## config.mk

```make
export PLATFORM = sky130hd
export DESIGN_NAME = ncf_framer
export DESIGN_NICKNAME = d
export VERILOG_FILES = /design/src/logic/ncf_pkg.sv /design/src/logic/ncf_frame_if.sv /design/src/logic/ncf_framer.sv /design/src/logic/ncf_frame_fifo.sv
export SDC_FILE = /design/constraint.sdc
export NUM_CORES = 2
export LEC_CHECK = 0
export BUFFER_PORTS_ARGS = -buffer_cell sky130_fd_sc_hd__buf_2
export CORE_ASPECT_RATIO = 1.25
export CORE_MARGIN = 2
export CORE_UTILIZATION = 40
export CTS_CLUSTER_SIZE = 8
export DETAILED_ROUTE_END_ITERATION = 10
export GPL_ROUTABILITY_DRIVEN = 0
export RECOVER_POWER = 50
export SYNTH_ARGS = -nofsm -noshare
export SYNTH_HDL_FRONTEND = slang
export SYNTH_SLANG_ARGS = --single-unit
export TNS_END_PERCENT = 1
```

## constraint.sdc

```tcl
create_clock -name clk_sys_i -period 12.4 [get_ports clk_sys_i]
set_input_delay 1.24 -clock clk_sys_i [delete_from_list [all_inputs] [get_ports clk_sys_i]]
set_output_delay 1.24 -clock clk_sys_i [all_outputs]
set_load 0.05 [all_outputs]
```

## src/logic/ncf_pkg.sv

```systemverilog
// Purpose: Shared constants for the navigation CAN message framer.
// Assumes: Standard 11-bit identifiers, up to eight payload bytes, byte 0 in the low lane.
// Notes:   The message index selects one slot of the programmable identifier table.
package ncf_pkg;

    // ************************************************************
    // Frame layout
    // ************************************************************
    localparam int ID_W    = 11;
    localparam int DLC_W   = 4;
    localparam int DATA_W  = 64;
    localparam int FRAME_W = ID_W + DLC_W + DATA_W;
    localparam int BYTE_W  = 8;
    localparam int IDX_W   = 6;
    localparam int OFS_W   = 6;
    localparam int LEN_W   = 6;
    localparam int END_W   = 7;
    localparam int VAL_W   = 32;
    localparam int CAL_FIELDS = 8;

    localparam logic [DLC_W-1:0] DLC_FULL = 4'h8;
    localparam logic [END_W-1:0] END_ZERO = 7'h00;
    localparam logic [END_W-1:0] END_ROUND = 7'h07;
    localparam logic [LEN_W-1:0] LEN_FULL = 6'h20;
    localparam int FIFO_DEPTH = 4;
    localparam int STAT_CHANNELS = 256;
    // Informative only: the calendar fields run on GPS time, this far ahead of UTC.
    localparam int GPS_UTC_OFFSET_S = 16;

    // ************************************************************
    // Default identifier map
    // ************************************************************
    localparam logic [ID_W-1:0] STAT_ID_BASE  = 11'h500;
    localparam logic [ID_W-1:0] NAV_ID_FIRST  = 11'h600;
    localparam logic [ID_W-1:0] ANA_ID_FIRST  = 11'h610;
    localparam logic [ID_W-1:0] ANA_ID_LAST   = 11'h613;
    localparam logic [ID_W-1:0] POINT_ID_FIRST = 11'h620;
    localparam logic [ID_W-1:0] TRIG_ID_FIRST = 11'h62d;
    localparam logic [ID_W-1:0] ISO_ID_FIRST  = 11'h633;

    // ************************************************************
    // Identifier table slots
    // ************************************************************
    localparam logic [IDX_W-1:0] IDX_CAL        = 6'h00;
    localparam logic [IDX_W-1:0] IDX_NAV_LAST   = 6'h0f;
    localparam logic [IDX_W-1:0] IDX_POINT_FIRST = 6'h10;
    localparam logic [IDX_W-1:0] IDX_POINT_LAST = 6'h1b;
    localparam logic [IDX_W-1:0] IDX_TRIG_FALL  = 6'h1c;
    localparam logic [IDX_W-1:0] IDX_TRIG_RISE  = 6'h1d;
    localparam logic [IDX_W-1:0] IDX_TRIG_LAST  = 6'h1f;
    localparam logic [IDX_W-1:0] IDX_ISO_FIRST  = 6'h20;
    localparam logic [IDX_W-1:0] IDX_ISO_LAST   = 6'h2a;
    localparam logic [IDX_W-1:0] IDX_STAT_BASE  = 6'h2b;
    localparam int MSG_COUNT = 44;

    function automatic logic [ID_W-1:0] ncf_default_id(input logic [IDX_W-1:0] idx);
        logic [ID_W-1:0] id;
        id = STAT_ID_BASE;
        if (idx <= IDX_NAV_LAST)
            id = NAV_ID_FIRST + ID_W'(idx);
        else if (idx <= IDX_POINT_LAST)
            id = POINT_ID_FIRST + ID_W'(idx - IDX_POINT_FIRST);
        else if (idx <= IDX_TRIG_LAST)
            id = TRIG_ID_FIRST + ID_W'(idx - IDX_TRIG_FALL);
        else if (idx <= IDX_ISO_LAST)
            id = ISO_ID_FIRST + ID_W'(idx - IDX_ISO_FIRST);
        return id;
    endfunction

endpackage

```

## src/logic/ncf_frame_if.sv

```systemverilog
// Purpose: Valid/ready carrier for one queued CAN frame word.
// Assumes: Word is {identifier, length code, payload}.
// Notes:   A transfer happens on a clock edge where valid and ready are both high.
`timescale 1ns/100ps
interface ncf_frame_if #(parameter int W = ncf_pkg::FRAME_W);
    logic         valid;
    logic         ready;
    logic [W-1:0] word;

    modport src (output valid, output word, input ready);
    modport snk (input valid, input word, output ready);
endinterface

```

## src/logic/ncf_framer.sv

```systemverilog
// Purpose: Builds CAN frames for status, calendar time, packed signals and trigger events.
// Assumes: Signal values arrive already quantised with their scale factor.
// Notes:   Frames queue in a four-word FIFO ahead of the CAN controller.
`timescale 1ns/100ps
module ncf_framer #(
    parameter int STAT_CHANNELS = ncf_pkg::STAT_CHANNELS,
    parameter int FIFO_DEPTH    = ncf_pkg::FIFO_DEPTH
) (
    input  wire logic                         clk_sys_i,
    input  wire logic                         arst_n_i,
    input  wire logic                         cycle_tick_i,
    output logic [7:0]                        stat_chan_o,
    input  wire logic [ncf_pkg::DATA_W-1:0]   stat_bytes_i,
    input  wire logic                         cal_valid_i,
    output logic                              cal_ready_o,
    input  wire logic [7:0]                   year_in_century_field_i,
    input  wire logic [7:0]                   century_field_i,
    input  wire logic [7:0]                   month_field_i,
    input  wire logic [7:0]                   day_field_i,
    input  wire logic [7:0]                   hundredths_field_i,
    input  wire logic [7:0]                   seconds_field_i,
    input  wire logic [7:0]                   minutes_field_i,
    input  wire logic [7:0]                   hours_field_i,
    input  wire logic                         sig_valid_i,
    output logic                              sig_ready_o,
    input  wire logic [ncf_pkg::IDX_W-1:0]    sig_msg_idx_i,
    input  wire logic [ncf_pkg::OFS_W-1:0]    sig_offset_i,
    input  wire logic [ncf_pkg::LEN_W-1:0]    sig_len_i,
    input  wire logic                         sig_signed_i,
    input  wire logic [ncf_pkg::VAL_W-1:0]    sig_value_i,
    input  wire logic                         sig_last_i,
    input  wire logic                         trig1_i,
    input  wire logic [ncf_pkg::DATA_W-1:0]   trig_stamp_i,
    input  wire logic                         cfg_we_i,
    input  wire logic [ncf_pkg::IDX_W-1:0]    cfg_idx_i,
    input  wire logic [ncf_pkg::ID_W-1:0]     cfg_id_i,
    output logic                              cfg_err_o,
    output logic                              tx_valid_o,
    input  wire logic                         tx_ready_i,
    output logic [ncf_pkg::ID_W-1:0]          tx_id_o,
    output logic                              tx_ide_o,
    output logic [ncf_pkg::DLC_W-1:0]         tx_dlc_o,
    output logic [ncf_pkg::DATA_W-1:0]        tx_data_o
);
    import ncf_pkg::*;

    localparam logic [7:0] CHAN_LAST = 8'(STAT_CHANNELS - 1);

    // ************************************************************
    // Reset release
    // ************************************************************
    logic [1:0] rst_sync_reg;
    logic       rst_n;

    always_ff @(posedge clk_sys_i or negedge arst_n_i)
    begin
        if (!arst_n_i)
            rst_sync_reg <= 2'h0;
        else
            rst_sync_reg <= {rst_sync_reg[0], 1'b1};
    end
    assign rst_n = rst_sync_reg[1];

    // ************************************************************
    // Identifier table
    // ************************************************************
    logic [ID_W-1:0] id_tab_reg [MSG_COUNT];
    logic            cfg_ok;
    logic            cfg_err_reg;

    // Writes of an analog-output identifier are refused; a status base whose channels reach them is not.
    assign cfg_ok = (cfg_idx_i < IDX_W'(MSG_COUNT)) &&
                    !((cfg_id_i >= ANA_ID_FIRST) && (cfg_id_i <= ANA_ID_LAST));

    always_ff @(posedge clk_sys_i)
    begin
        if (!rst_n)
        begin
            for (int i = 0; i < MSG_COUNT; i++)
                id_tab_reg[i] <= ncf_default_id(IDX_W'(i));
            cfg_err_reg <= 1'b0;
        end
        else
        begin
            cfg_err_reg <= cfg_we_i && !cfg_ok;
            if (cfg_we_i && cfg_ok)
                id_tab_reg[cfg_idx_i] <= cfg_id_i;
        end
    end
    assign cfg_err_o = cfg_err_reg;

    // ************************************************************
    // Trigger input synchroniser and edge events
    // ************************************************************
    logic [2:0] trig_sync_reg;
    logic [2:0] trig_fill_reg;
    logic       trig_level_reg;
    logic       trig_primed_reg;
    logic       trig_fall;
    logic       trig_rise;

    always_ff @(posedge clk_sys_i)
    begin
        if (!rst_n)
        begin
            trig_sync_reg   <= 3'h0;
            trig_fill_reg   <= 3'h0;
            trig_level_reg  <= 1'b0;
            trig_primed_reg <= 1'b0;
        end
        else
        begin
            trig_sync_reg <= {trig_sync_reg[1:0], trig1_i};
            // Priming waits until every stage holds the pin, not the reset zeros.
            trig_fill_reg <= {trig_fill_reg[1:0], 1'b1};
            if (trig_sync_reg[1] == trig_sync_reg[2])
            begin
                trig_level_reg  <= trig_sync_reg[2];
                trig_primed_reg <= trig_primed_reg || trig_fill_reg[2];
            end
        end
    end

    // The first settled level after reset only primes the detector, so no false edge.
    assign trig_fall = trig_primed_reg && (trig_sync_reg[1] == trig_sync_reg[2]) &&
                       trig_level_reg && !trig_sync_reg[2];
    assign trig_rise = trig_primed_reg && (trig_sync_reg[1] == trig_sync_reg[2]) &&
                       !trig_level_reg && trig_sync_reg[2];

    // ************************************************************
    // Signal packer
    // ************************************************************
    logic [DATA_W-1:0] pk_data_reg;
    logic [END_W-1:0]  pk_end_reg;
    logic [IDX_W-1:0]  pk_idx_reg;
    logic              pk_pend_reg;
    logic [VAL_W-1:0]  sig_fit;
    logic [95:0]       sig_shift;
    logic [END_W-1:0]  sig_end;
    logic              sig_take;

    // Out-of-range values saturate rather than wrap, so a receiver never sees a sign flip.
    function automatic logic [VAL_W-1:0] ncf_fit(input logic [VAL_W-1:0] v,
                                                 input logic [LEN_W-1:0] len,
                                                 input logic             sgn);
        logic [VAL_W-1:0] maxu;
        logic [VAL_W-1:0] maxs;
        logic [VAL_W-1:0] r;
        maxu = (VAL_W'(1) << len) - VAL_W'(1);
        maxs = (VAL_W'(1) << (len - LEN_W'(1))) - VAL_W'(1);
        r    = v;
        if (len < LEN_FULL)
        begin
            if (!sgn)
                r = (v > maxu) ? maxu : v;
            else if ($signed(v) > $signed(maxs))
                r = maxs;
            else if ($signed(v) < $signed(~maxs))
                r = ~maxs;
            r = r & maxu;
        end
        return r;
    endfunction

    assign sig_ready_o = !pk_pend_reg;
    assign sig_take    = sig_valid_i && !pk_pend_reg;
    assign sig_fit     = ncf_fit(sig_value_i, sig_len_i, sig_signed_i);
    // Raw bits go in unchanged; zero raw is zero physical, no offset is added.
    assign sig_shift   = {64'h0, sig_fit} << sig_offset_i;
    assign sig_end     = END_W'(sig_offset_i) + END_W'(sig_len_i);

    logic arb_pk;

    always_ff @(posedge clk_sys_i)
    begin
        if (!rst_n)
        begin
            pk_data_reg <= '0;
            pk_end_reg  <= END_ZERO;
            pk_idx_reg  <= IDX_CAL;
            pk_pend_reg <= 1'b0;
        end
        else
        begin
            if (sig_take)
            begin
                pk_data_reg <= pk_data_reg | sig_shift[DATA_W-1:0];
                pk_idx_reg  <= sig_msg_idx_i;
                if (sig_end > pk_end_reg)
                    pk_end_reg <= sig_end;
                if (sig_last_i)
                    pk_pend_reg <= 1'b1;
            end
            if (arb_pk)
            begin
                pk_data_reg <= '0;
                pk_end_reg  <= END_ZERO;
                pk_pend_reg <= 1'b0;
            end
        end
    end

    // ************************************************************
    // Status, calendar and trigger sources
    // ************************************************************
    logic [7:0]        chan_reg;
    logic [7:0]        st_chan_reg;
    logic [DATA_W-1:0] st_data_reg;
    logic              st_pend_reg;
    logic [DATA_W-1:0] cal_data_reg;
    logic              cal_pend_reg;
    logic [DATA_W-1:0] fall_data_reg;
    logic              fall_pend_reg;
    logic [DATA_W-1:0] rise_data_reg;
    logic              rise_pend_reg;
    logic              arb_fall;
    logic              arb_rise;
    logic              arb_st;
    logic              arb_cal;
    logic              st_load;

    // A tick that finds the previous status frame still queued is skipped, channel kept.
    assign st_load     = cycle_tick_i && (!st_pend_reg || arb_st);
    assign stat_chan_o = chan_reg;
    assign cal_ready_o = !cal_pend_reg;

    always_ff @(posedge clk_sys_i)
    begin
        if (!rst_n)
        begin
            chan_reg    <= 8'h00;
            st_chan_reg <= 8'h00;
            st_data_reg <= '0;
            st_pend_reg <= 1'b0;
        end
        else
        begin
            if (st_load)
            begin
                st_data_reg <= stat_bytes_i;
                st_chan_reg <= chan_reg;
                chan_reg    <= (chan_reg == CHAN_LAST) ? 8'h00 : chan_reg + 8'h01;
            end
            st_pend_reg <= st_load || (st_pend_reg && !arb_st);
        end
    end

    always_ff @(posedge clk_sys_i)
    begin
        if (!rst_n)
        begin
            cal_data_reg <= '0;
            cal_pend_reg <= 1'b0;
        end
        else
        begin
            if (cal_valid_i && !cal_pend_reg)
            begin
                // Fields are taken as given; the time source supplies GPS time.
                cal_data_reg <= {hours_field_i, minutes_field_i, seconds_field_i,
                                 hundredths_field_i, day_field_i, month_field_i,
                                 century_field_i, year_in_century_field_i};
                cal_pend_reg <= 1'b1;
            end
            else if (arb_cal)
                cal_pend_reg <= 1'b0;
        end
    end

    always_ff @(posedge clk_sys_i)
    begin
        if (!rst_n)
        begin
            fall_data_reg <= '0;
            fall_pend_reg <= 1'b0;
            rise_data_reg <= '0;
            rise_pend_reg <= 1'b0;
        end
        else
        begin
            if (trig_fall)
                fall_data_reg <= trig_stamp_i;
            if (trig_rise)
                rise_data_reg <= trig_stamp_i;
            fall_pend_reg <= trig_fall || (fall_pend_reg && !arb_fall);
            rise_pend_reg <= trig_rise || (rise_pend_reg && !arb_rise);
        end
    end

    // ************************************************************
    // Arbiter into the frame queue
    // ************************************************************
    ncf_frame_if #(.W(FRAME_W)) enq_if ();
    ncf_frame_if #(.W(FRAME_W)) deq_if ();

    logic              enq_go;
    logic [ID_W-1:0]   sel_id;
    logic [DLC_W-1:0]  sel_dlc;
    logic [DATA_W-1:0] sel_data;
    logic [END_W-1:0]  pk_bytes;

    assign enq_go   = enq_if.valid && enq_if.ready;
    assign arb_fall = enq_go && fall_pend_reg;
    assign arb_rise = enq_go && !fall_pend_reg && rise_pend_reg;
    assign arb_st   = enq_go && !fall_pend_reg && !rise_pend_reg && st_pend_reg;
    assign arb_cal  = enq_go && !fall_pend_reg && !rise_pend_reg && !st_pend_reg &&
                      cal_pend_reg;
    assign arb_pk   = enq_go && !fall_pend_reg && !rise_pend_reg && !st_pend_reg &&
                      !cal_pend_reg && pk_pend_reg;
    assign pk_bytes = (pk_end_reg + END_ROUND) >> 3;

    always_comb
    begin
        sel_id   = id_tab_reg[IDX_TRIG_FALL];
        sel_dlc  = DLC_FULL;
        sel_data = fall_data_reg;
        if (fall_pend_reg)
        begin
            sel_id   = id_tab_reg[IDX_TRIG_FALL];
            sel_data = fall_data_reg;
        end
        else if (rise_pend_reg)
        begin
            sel_id   = id_tab_reg[IDX_TRIG_RISE];
            sel_data = rise_data_reg;
        end
        else if (st_pend_reg)
        begin
            sel_id   = id_tab_reg[IDX_STAT_BASE] + ID_W'(st_chan_reg);
            sel_data = st_data_reg;
        end
        else if (cal_pend_reg)
        begin
            sel_id   = id_tab_reg[IDX_CAL];
            sel_data = cal_data_reg;
        end
        else if (pk_pend_reg)
        begin
            sel_id   = id_tab_reg[pk_idx_reg];
            sel_dlc  = (pk_bytes > END_W'(DLC_FULL)) ? DLC_FULL : DLC_W'(pk_bytes);
            sel_data = pk_data_reg;
        end
    end

    assign enq_if.valid = fall_pend_reg || rise_pend_reg || st_pend_reg ||
                          cal_pend_reg || pk_pend_reg;
    assign enq_if.word  = {sel_id, sel_dlc, sel_data};

    ncf_frame_fifo #(
        .WIDTH (FRAME_W),
        .DEPTH (FIFO_DEPTH)
    ) u_fifo (
        .clk_sys_i (clk_sys_i),
        .rst_n_i   (rst_n),
        .fill      (enq_if),
        .drain     (deq_if)
    );

    // ************************************************************
    // CAN controller side
    // ************************************************************
    assign deq_if.ready = tx_ready_i;
    assign tx_valid_o   = deq_if.valid;
    assign tx_id_o      = deq_if.word[FRAME_W-1 -: ID_W];
    assign tx_dlc_o     = deq_if.word[DATA_W +: DLC_W];
    assign tx_data_o    = deq_if.word[DATA_W-1:0];
    // Only standard identifiers are produced.
    assign tx_ide_o     = 1'b0;
endmodule

```

## src/logic/ncf_frame_fifo.sv

```systemverilog
// Purpose: Small flip-flop FIFO between the frame builder and the CAN controller.
// Assumes: One clock, synchronous active-low reset already released cleanly.
// Notes:   Ready on the fill side drops when full, stalling the builder.
`timescale 1ns/100ps
module ncf_frame_fifo #(
    parameter int WIDTH = ncf_pkg::FRAME_W,
    parameter int DEPTH = ncf_pkg::FIFO_DEPTH
) (
    input  wire logic clk_sys_i,
    input  wire logic rst_n_i,
    ncf_frame_if.snk  fill,
    ncf_frame_if.src  drain
);
    localparam int PTR_W = (DEPTH > 1) ? $clog2(DEPTH) : 1;
    localparam int CNT_W = $clog2(DEPTH + 1);
    localparam logic [CNT_W-1:0] CNT_FULL = CNT_W'(DEPTH);
    localparam logic [PTR_W-1:0] PTR_LAST = PTR_W'(DEPTH - 1);

    logic [WIDTH-1:0] mem_reg [DEPTH];
    logic [PTR_W-1:0] wr_ptr_reg;
    logic [PTR_W-1:0] rd_ptr_reg;
    logic [CNT_W-1:0] count_reg;
    logic             push;
    logic             pop;

    assign fill.ready  = (count_reg != CNT_FULL);
    assign drain.valid = (count_reg != '0);
    assign drain.word  = mem_reg[rd_ptr_reg];
    assign push        = fill.valid && fill.ready;
    assign pop         = drain.valid && drain.ready;

    always_ff @(posedge clk_sys_i)
    begin
        if (push)
        begin
            mem_reg[wr_ptr_reg] <= fill.word;
        end
    end

    always_ff @(posedge clk_sys_i)
    begin
        if (!rst_n_i)
        begin
            wr_ptr_reg <= '0;
            rd_ptr_reg <= '0;
            count_reg  <= '0;
        end
        else
        begin
            if (push)
                wr_ptr_reg <= (wr_ptr_reg == PTR_LAST) ? '0 : wr_ptr_reg + PTR_W'(1);
            if (pop)
                rd_ptr_reg <= (rd_ptr_reg == PTR_LAST) ? '0 : rd_ptr_reg + PTR_W'(1);
            if (push && !pop)
                count_reg <= count_reg + CNT_W'(1);
            else if (pop && !push)
                count_reg <= count_reg - CNT_W'(1);
        end
    end
endmodule

```

# Word-level counts from Yosys, hierarchy flattened
# Memories as Yosys holds them, arrays and structs flattened. A register that Yosys moved wholly into a read port is not among the register bits.
# Index checks and enable logic that the tools add are counted.
# W data, S select, Z words.
dict set report totals {
  mem_bits_rw 800
  regBits 372
  memories 2
  out_inout_bits 92
}
dict set report classes {
  shift 3
  n_bitwise 4
  n_mux 86
  order_cmp 9
  n_reduce_logical 58
  addsub 11
  n_eq_ne 5
}
# name depth word_bits rd rd_clocked_by_memory_dff write_ports line_no
set mem_list {}
lappend mem_list {id_tab_reg 44 11 5 1 44 ncf_framer.sv:67} ;# logic [ID_W-1:0] id_tab_reg [MSG_COUNT];
lappend mem_list {u_fifo.mem_reg 4 79 1 1 1 ncf_frame_fifo.sv:19} ;# logic [WIDTH-1:0] mem_reg [DEPTH];
# op count
set ops {}
lappend ops {{$mux W11} 49}
lappend ops {{$mux W64} 5}
lappend ops {{$mux W32} 6}
lappend ops {{$gt A32 B32 Y1} 2}
lappend ops {{$or A64 B64 Y64} 1}
lappend ops {{$shl A1 B6 Y32 const A} 2}
lappend ops {{$shl A32 B6 Y64} 1}
lappend ops {{$sub A32 B2 Y32 const B} 2}
lappend ops {{$and A32 B32 Y32} 1}
lappend ops {{$lt A32 B32 Y1} 1}
lappend ops {{$not A32 Y32} 1}
lappend ops {{$logic_and A1 B1 Y1} 28}
lappend ops {{$mux W4} 6}
lappend ops {{$mux W6} 3}
lappend ops {{$logic_not A1 Y1} 14}
lappend ops {{$lt A6 B6 Y1 const B} 2}
lappend ops {{$add A11 B8 Y11} 1}
lappend ops {{$ge A11 B11 Y1 const B} 1}
lappend ops {{$le A11 B11 Y1 const B} 1}
lappend ops {{$reduce_or A11 Y1} 1}
lappend ops {{$mux W1} 10}
lappend ops {{$logic_or A1 B1 Y1} 9}
lappend ops {{$add A8 B1 Y8 const B} 1}
lappend ops {{$eq A8 B8 Y1 const B} 1}
lappend ops {{other kinds (19)} 27}

# Logic depth before layout (Yosys ltp)
dict set report depth {
  ltp_word 13
  mapped_depth 30
  ltp_nobuf 26
}

# By module
# Synthesis repeated with hierarchy kept, for this count alone.
dict set report hier_totals {
  hier_cells 5779
  area_unflattened_um2 68300.5
}
# mod cells_each n_inst area_each_um2
set by_module_without_submodules {}
lappend by_module_without_submodules {ncf_framer 5315 1 56439.1}
lappend by_module_without_submodules {ncf_frame_fifo 464 1 11861.4}

# Least setup slack after synthesis
# No wires, ideal clock.
dict set report synth_timing {
  kind {input to register}
  from {input port sig_len_i[5] (netlist name)}
  to {register pk_data_reg[61]}
  setup_time_ns 0.122
  path_stages 26
  path_buffers 3
  t_arrival_ns 6.928
  path_slack_ns 5.350
  cell_sequence {clkbuf_1 -> or2_2 -> inv_1 -> nand2_1 -> inv_1 -> nand2_1 -> or2_2 -> ha_1 -> clkbuf_1 -> clkbuf_1 -> o31ai_1 -> inv_1 -> ha_1 -> a21oi_1 -> o21bai_1 -> a32o_1 -> o41a_1 -> o41ai_4 -> nor4b_4 -> a2111oi_1 -> or3_1 -> o22a_1 -> o21a_1 -> a22o_1 -> mux2_2 -> o311a_1}
}
dict set report synth_between {
  elab_chain_len 13
  elab_cells_between_ends 19
}
# element line_no
set synth_rtl {}
lappend synth_rtl {{start, declared} ncf_framer.sv:28} ;# input wire logic [ncf_pkg::LEN_W-1:0] sig_len_i,
lappend synth_rtl {{$sub A6 B1 Y6} ncf_framer.sv:150} ;# maxs = (VAL_W'(1) << (len - LEN_W'(1))) - VAL_W'(1);
lappend synth_rtl {{$shl A1 B6 Y32} ncf_framer.sv:150}
lappend synth_rtl {{$sub A32 B2 Y32} ncf_framer.sv:150}
lappend synth_rtl {{$not A32 Y32} {ncf_framer.sv:158, ncf_framer.sv:159}}
lappend synth_rtl {{$lt A32 B32 Y1} ncf_framer.sv:158} ;# else if ($signed(v) < $signed(~maxs))
lappend synth_rtl {{$mux W32} ncf_framer.sv:158}
lappend synth_rtl {{$mux W32} ncf_framer.sv:156} ;# else if ($signed(v) > $signed(maxs))
lappend synth_rtl {{$mux W32} ncf_framer.sv:154} ;# if (!sgn)
lappend synth_rtl {{$mux W32} ncf_framer.sv:152} ;# if (len < LEN_FULL)
lappend synth_rtl {{$and A32 B32 Y32} ncf_framer.sv:160} ;# r = r & maxu;
lappend synth_rtl {{$mux W32 *} ncf_framer.sv:152}
lappend synth_rtl {{$shl A32 B6 Y64 *} ncf_framer.sv:169} ;# assign sig_shift = {64'h0, sig_fit} << sig_offset_i;
lappend synth_rtl {{$or A64 B64 Y64 *} ncf_framer.sv:187} ;# pk_data_reg <= pk_data_reg | sig_shift[DATA_W-1:0];
lappend synth_rtl {{end signal, assigned} ncf_framer.sv:187}
lappend synth_rtl {{end, declared} ncf_framer.sv:133} ;# logic [DATA_W-1:0] pk_data_reg;
# Every way passes the cells marked *; elsewhere a longest branch is shown, timed or not. The select of a mux whose other input is x is not followed.
# A chain may end at the register's enable or synchronous reset.

# Worst setup path in the final report
dict set report layout_timing {
  from {input port sig_len_i[5] (netlist name)}
  to {register pk_data_reg[45]}
}
# Same word-level chain as after synthesis.

==> impl_results.md <==
- CP most frequent cell: inv_1
- CTS tree: done
- Number of synthesized flops with an enable pin: roughly 1k
- Fin worst setup slack: 3.60 ns
- Die height: 463 µm
- Leak Pwr: 26.6 nW
- Latest clock arrival within the worst-skew pair: a little over 0.8 ns
- Slowest stage delay, CP: 0.97 ns
- Slew @ Worst Pin: 4.55 ns
- Initial Utilization: 0.403
- GRT Overall Usage: 0.251
- Post-route ant nets: 0
- Final Hold Vio Count: 0
- Vias per cell: 5.78
- Synth-to-Final Area Change: 15.1%
- Crit path launch: sig_len_i[5]
- Initial antenna violation count: 29
- Startpoint Class: input port
- Post-CTS Hold Fix Bufs: 0
- Die ar.: 0.172 mm²
- Crit path depth: 25
- Final WL: ~220000 µm
- Total global routing overflow: 0
- Clk slew on worst S/H paths: ~0.060 ns
- R2R setup slack: 4.15 ns
- Synth warn: 0
- Post-synth top flop: edfxtp_1
- Final worst path period share: 0.710
- Cells on worst reg2reg path: 6
- Tmin final: between 8 and 9 ns
- Final Max Tran Viols: 1667
- Outcome: finished with violations
- WL/cell: 26.0 µm
- Most frequent cell after synthesis: edfxtp_1
- DRC viols: 0
- Worst Skew: 0.0667 ns
- DRT iter0 DRCs: 5447
- Synth cell count leaders: 1020 x edfxtp_1, 759 x nand2_1, 421 x nor2_1, 380 x clkbuf_1, 378 x dfxtp_1
- Unrepaired setup endpoints after global routing: false
- Type of the worst setup path: in2reg
- Post-route cell area: 0.0777 mm²
- Failing checks: capacitance limit, slew limit
- Final setup vio count: 0
- Flip-flop count of the largest register after layout: 704
- Post-Syn Area: approximately 0.068 mm²
- Distinct cells, synth: 96
- Share of cells above drive strength 1: 0.166
- Cts bufs inserted: 193
- DP Worst Slack: 3.12 ns
- F_max: approximately 110 MHz
- Final Core Density: 0.463
- Sequential area share after synthesis: 0.566
- Vias in the first global route: approximately 47k
- Yosys reg bits: 1400
- Rel. slew slack: -2.04
- Hold crit path type: in2async
- Max cap viols: 31
- Crit path required time: ~13 ns
- Bufs and invs on worst path: 5
- Resized Gates After CTS: 0
- CTS root buffer: clkbuf_16
- Mean post-synth cell area: 11.9 µm²
- Die width: roughly 370 µm
- Post-DP HPWL: 147000 µm
- Slowest cell on the critical path: a31o_1
- First-pass GRT wire length: 320000 µm
- Pwr Total: approximately 13 mW
- Area post-placement: around 0.072 mm²
- Cell taking the most area after synthesis: edfxtp_1
- R2r endpoint: cal_data_reg[28]
- Drt first pass iters: 9
- Crit path DAT: between 9 and 10 ns
- I/O Buffers: around 360
- Fillers: 15.3k
- Area contributors post-synth: edfxtp_1 45%, dfxtp_1 11%, mux4_2 10%
- Rows: 168
- Clock Path Buffers: 3
- Pin count of the biggest net entering global routing: 194
- Max H-tree Level: 4
- Setup Fix Bufs, Post-CTS: 0
- CP Capture Type: flip-flop
- Worst Setup EP: pk_data_reg[45]
- Worst-path maximum fanout: 45
- Sink Count: 1400
- Routed vias: 48.9k
- Async set or reset register ratio after synthesis: 0.00143
- Ports: 361
- Area share of the largest cell type after synthesis: 0.454
- Worst R2R Start: cal_pend_reg
- Total negative slack: 0 ns
- Synthesized instance count: 5665
- Worst vdd ir: 0.142 mV
- CORE AREA: 0.168 mm²
- Nets: 6512
- Pwr dens: 164 mW/mm²
- Delay-heaviest family, CP: compound AO/OA/AOI/OAI gates
==> layout by cell type (no fill, tap or decap), types with 222 or more instances in the layout <==
| master | Yosys | final |
|---|---|---|
| conb_1 | 2 | 222 |
| dfxtp_1 | 378 | 370 |
| a21oi_1 | 347 | 347 |
| nor2_1 | 421 | 420 |
| mux4_2 | 312 | 312 |
| a21boi_0 | 283 | 283 |
| nand2_1 | 759 | 757 |
| edfxtp_1 | 1020 | 1020 |
| buf_2 | 11 | 344 |
| or3_1 | 233 | 233 |
==> kinds of logic (layout without fill, tap and decap cells) <==
family,after synthesis,in the layout,synth area share
AND/OR/NAND/NOR,1947,1947,0.137
flip-flops,1400,1400,0.566
AO/OA/AOI/OAI,1128,1128,0.108
buffers and inverters,552,896,0.0312
multiplexers,469,469,0.128
adder cells (fa/ha/maj),139,139,0.0261
XOR/XNOR,28,28,0.00363
other,2,245,0.000111
==> per-layer routing <==
| metal | global-route usage | vias to the layer above | wire [µm] |
|---|---|---|---|
| met5 | 0 | - | 51 |
| met4 | 0.130 | 8 | 12900 |
| met3 | 0.0463 | 548 | 17300 |
| met2 | 0.415 | 2195 | 105000 |
| met1 | 0.314 | 24400 | 84700 |
| li1 | - | 21700 | - |
==> how the worst min path moves through the flow <==
stage	startpoint	endpoint
floorplan	rst_sync_reg[0]	rst_sync_reg[1]
global placement	rst_sync_reg[0]	rst_sync_reg[1]
detailed placement	rst_sync_reg[0]	rst_sync_reg[1]
CTS	arst_n_i	rst_sync_reg[1]
global route	arst_n_i	rst_sync_reg[0]
finish	arst_n_i	rst_sync_reg[0]
==> power by group <==
part / switching, mW / internal (mW)
combinational: 1.60 / 0.711
sequential: 0.173 / 5.38
clock: 2.01 / 2.90
==> metrics by stage <==
step / std cells / hold slack, ns
2_1_floorplan: 5885 / 0.331
3_3_place_gp: 8119 / 0.337
3_5_place_dp: 8119 / 0.349
4_1_cts: 8439 / 0.170
5_1_grt: 8442 / 0.205
6_report: 8462 / 0.222
==> layout make-up <==
cell class                 count  area, µm²  area share
clock inverter                15        327     0.00420
clock buffer                 305       5270      0.0678
sequential                  1400      38300       0.492
multi-input combinational   3933      28100       0.361
inverter                      95        357     0.00459
tap                         2210       2770      0.0356
antenna                       23       57.6    0.000740
timing repair buffer         481       2600      0.0334
No activity file was read; power rests on OpenSTA's default activity.
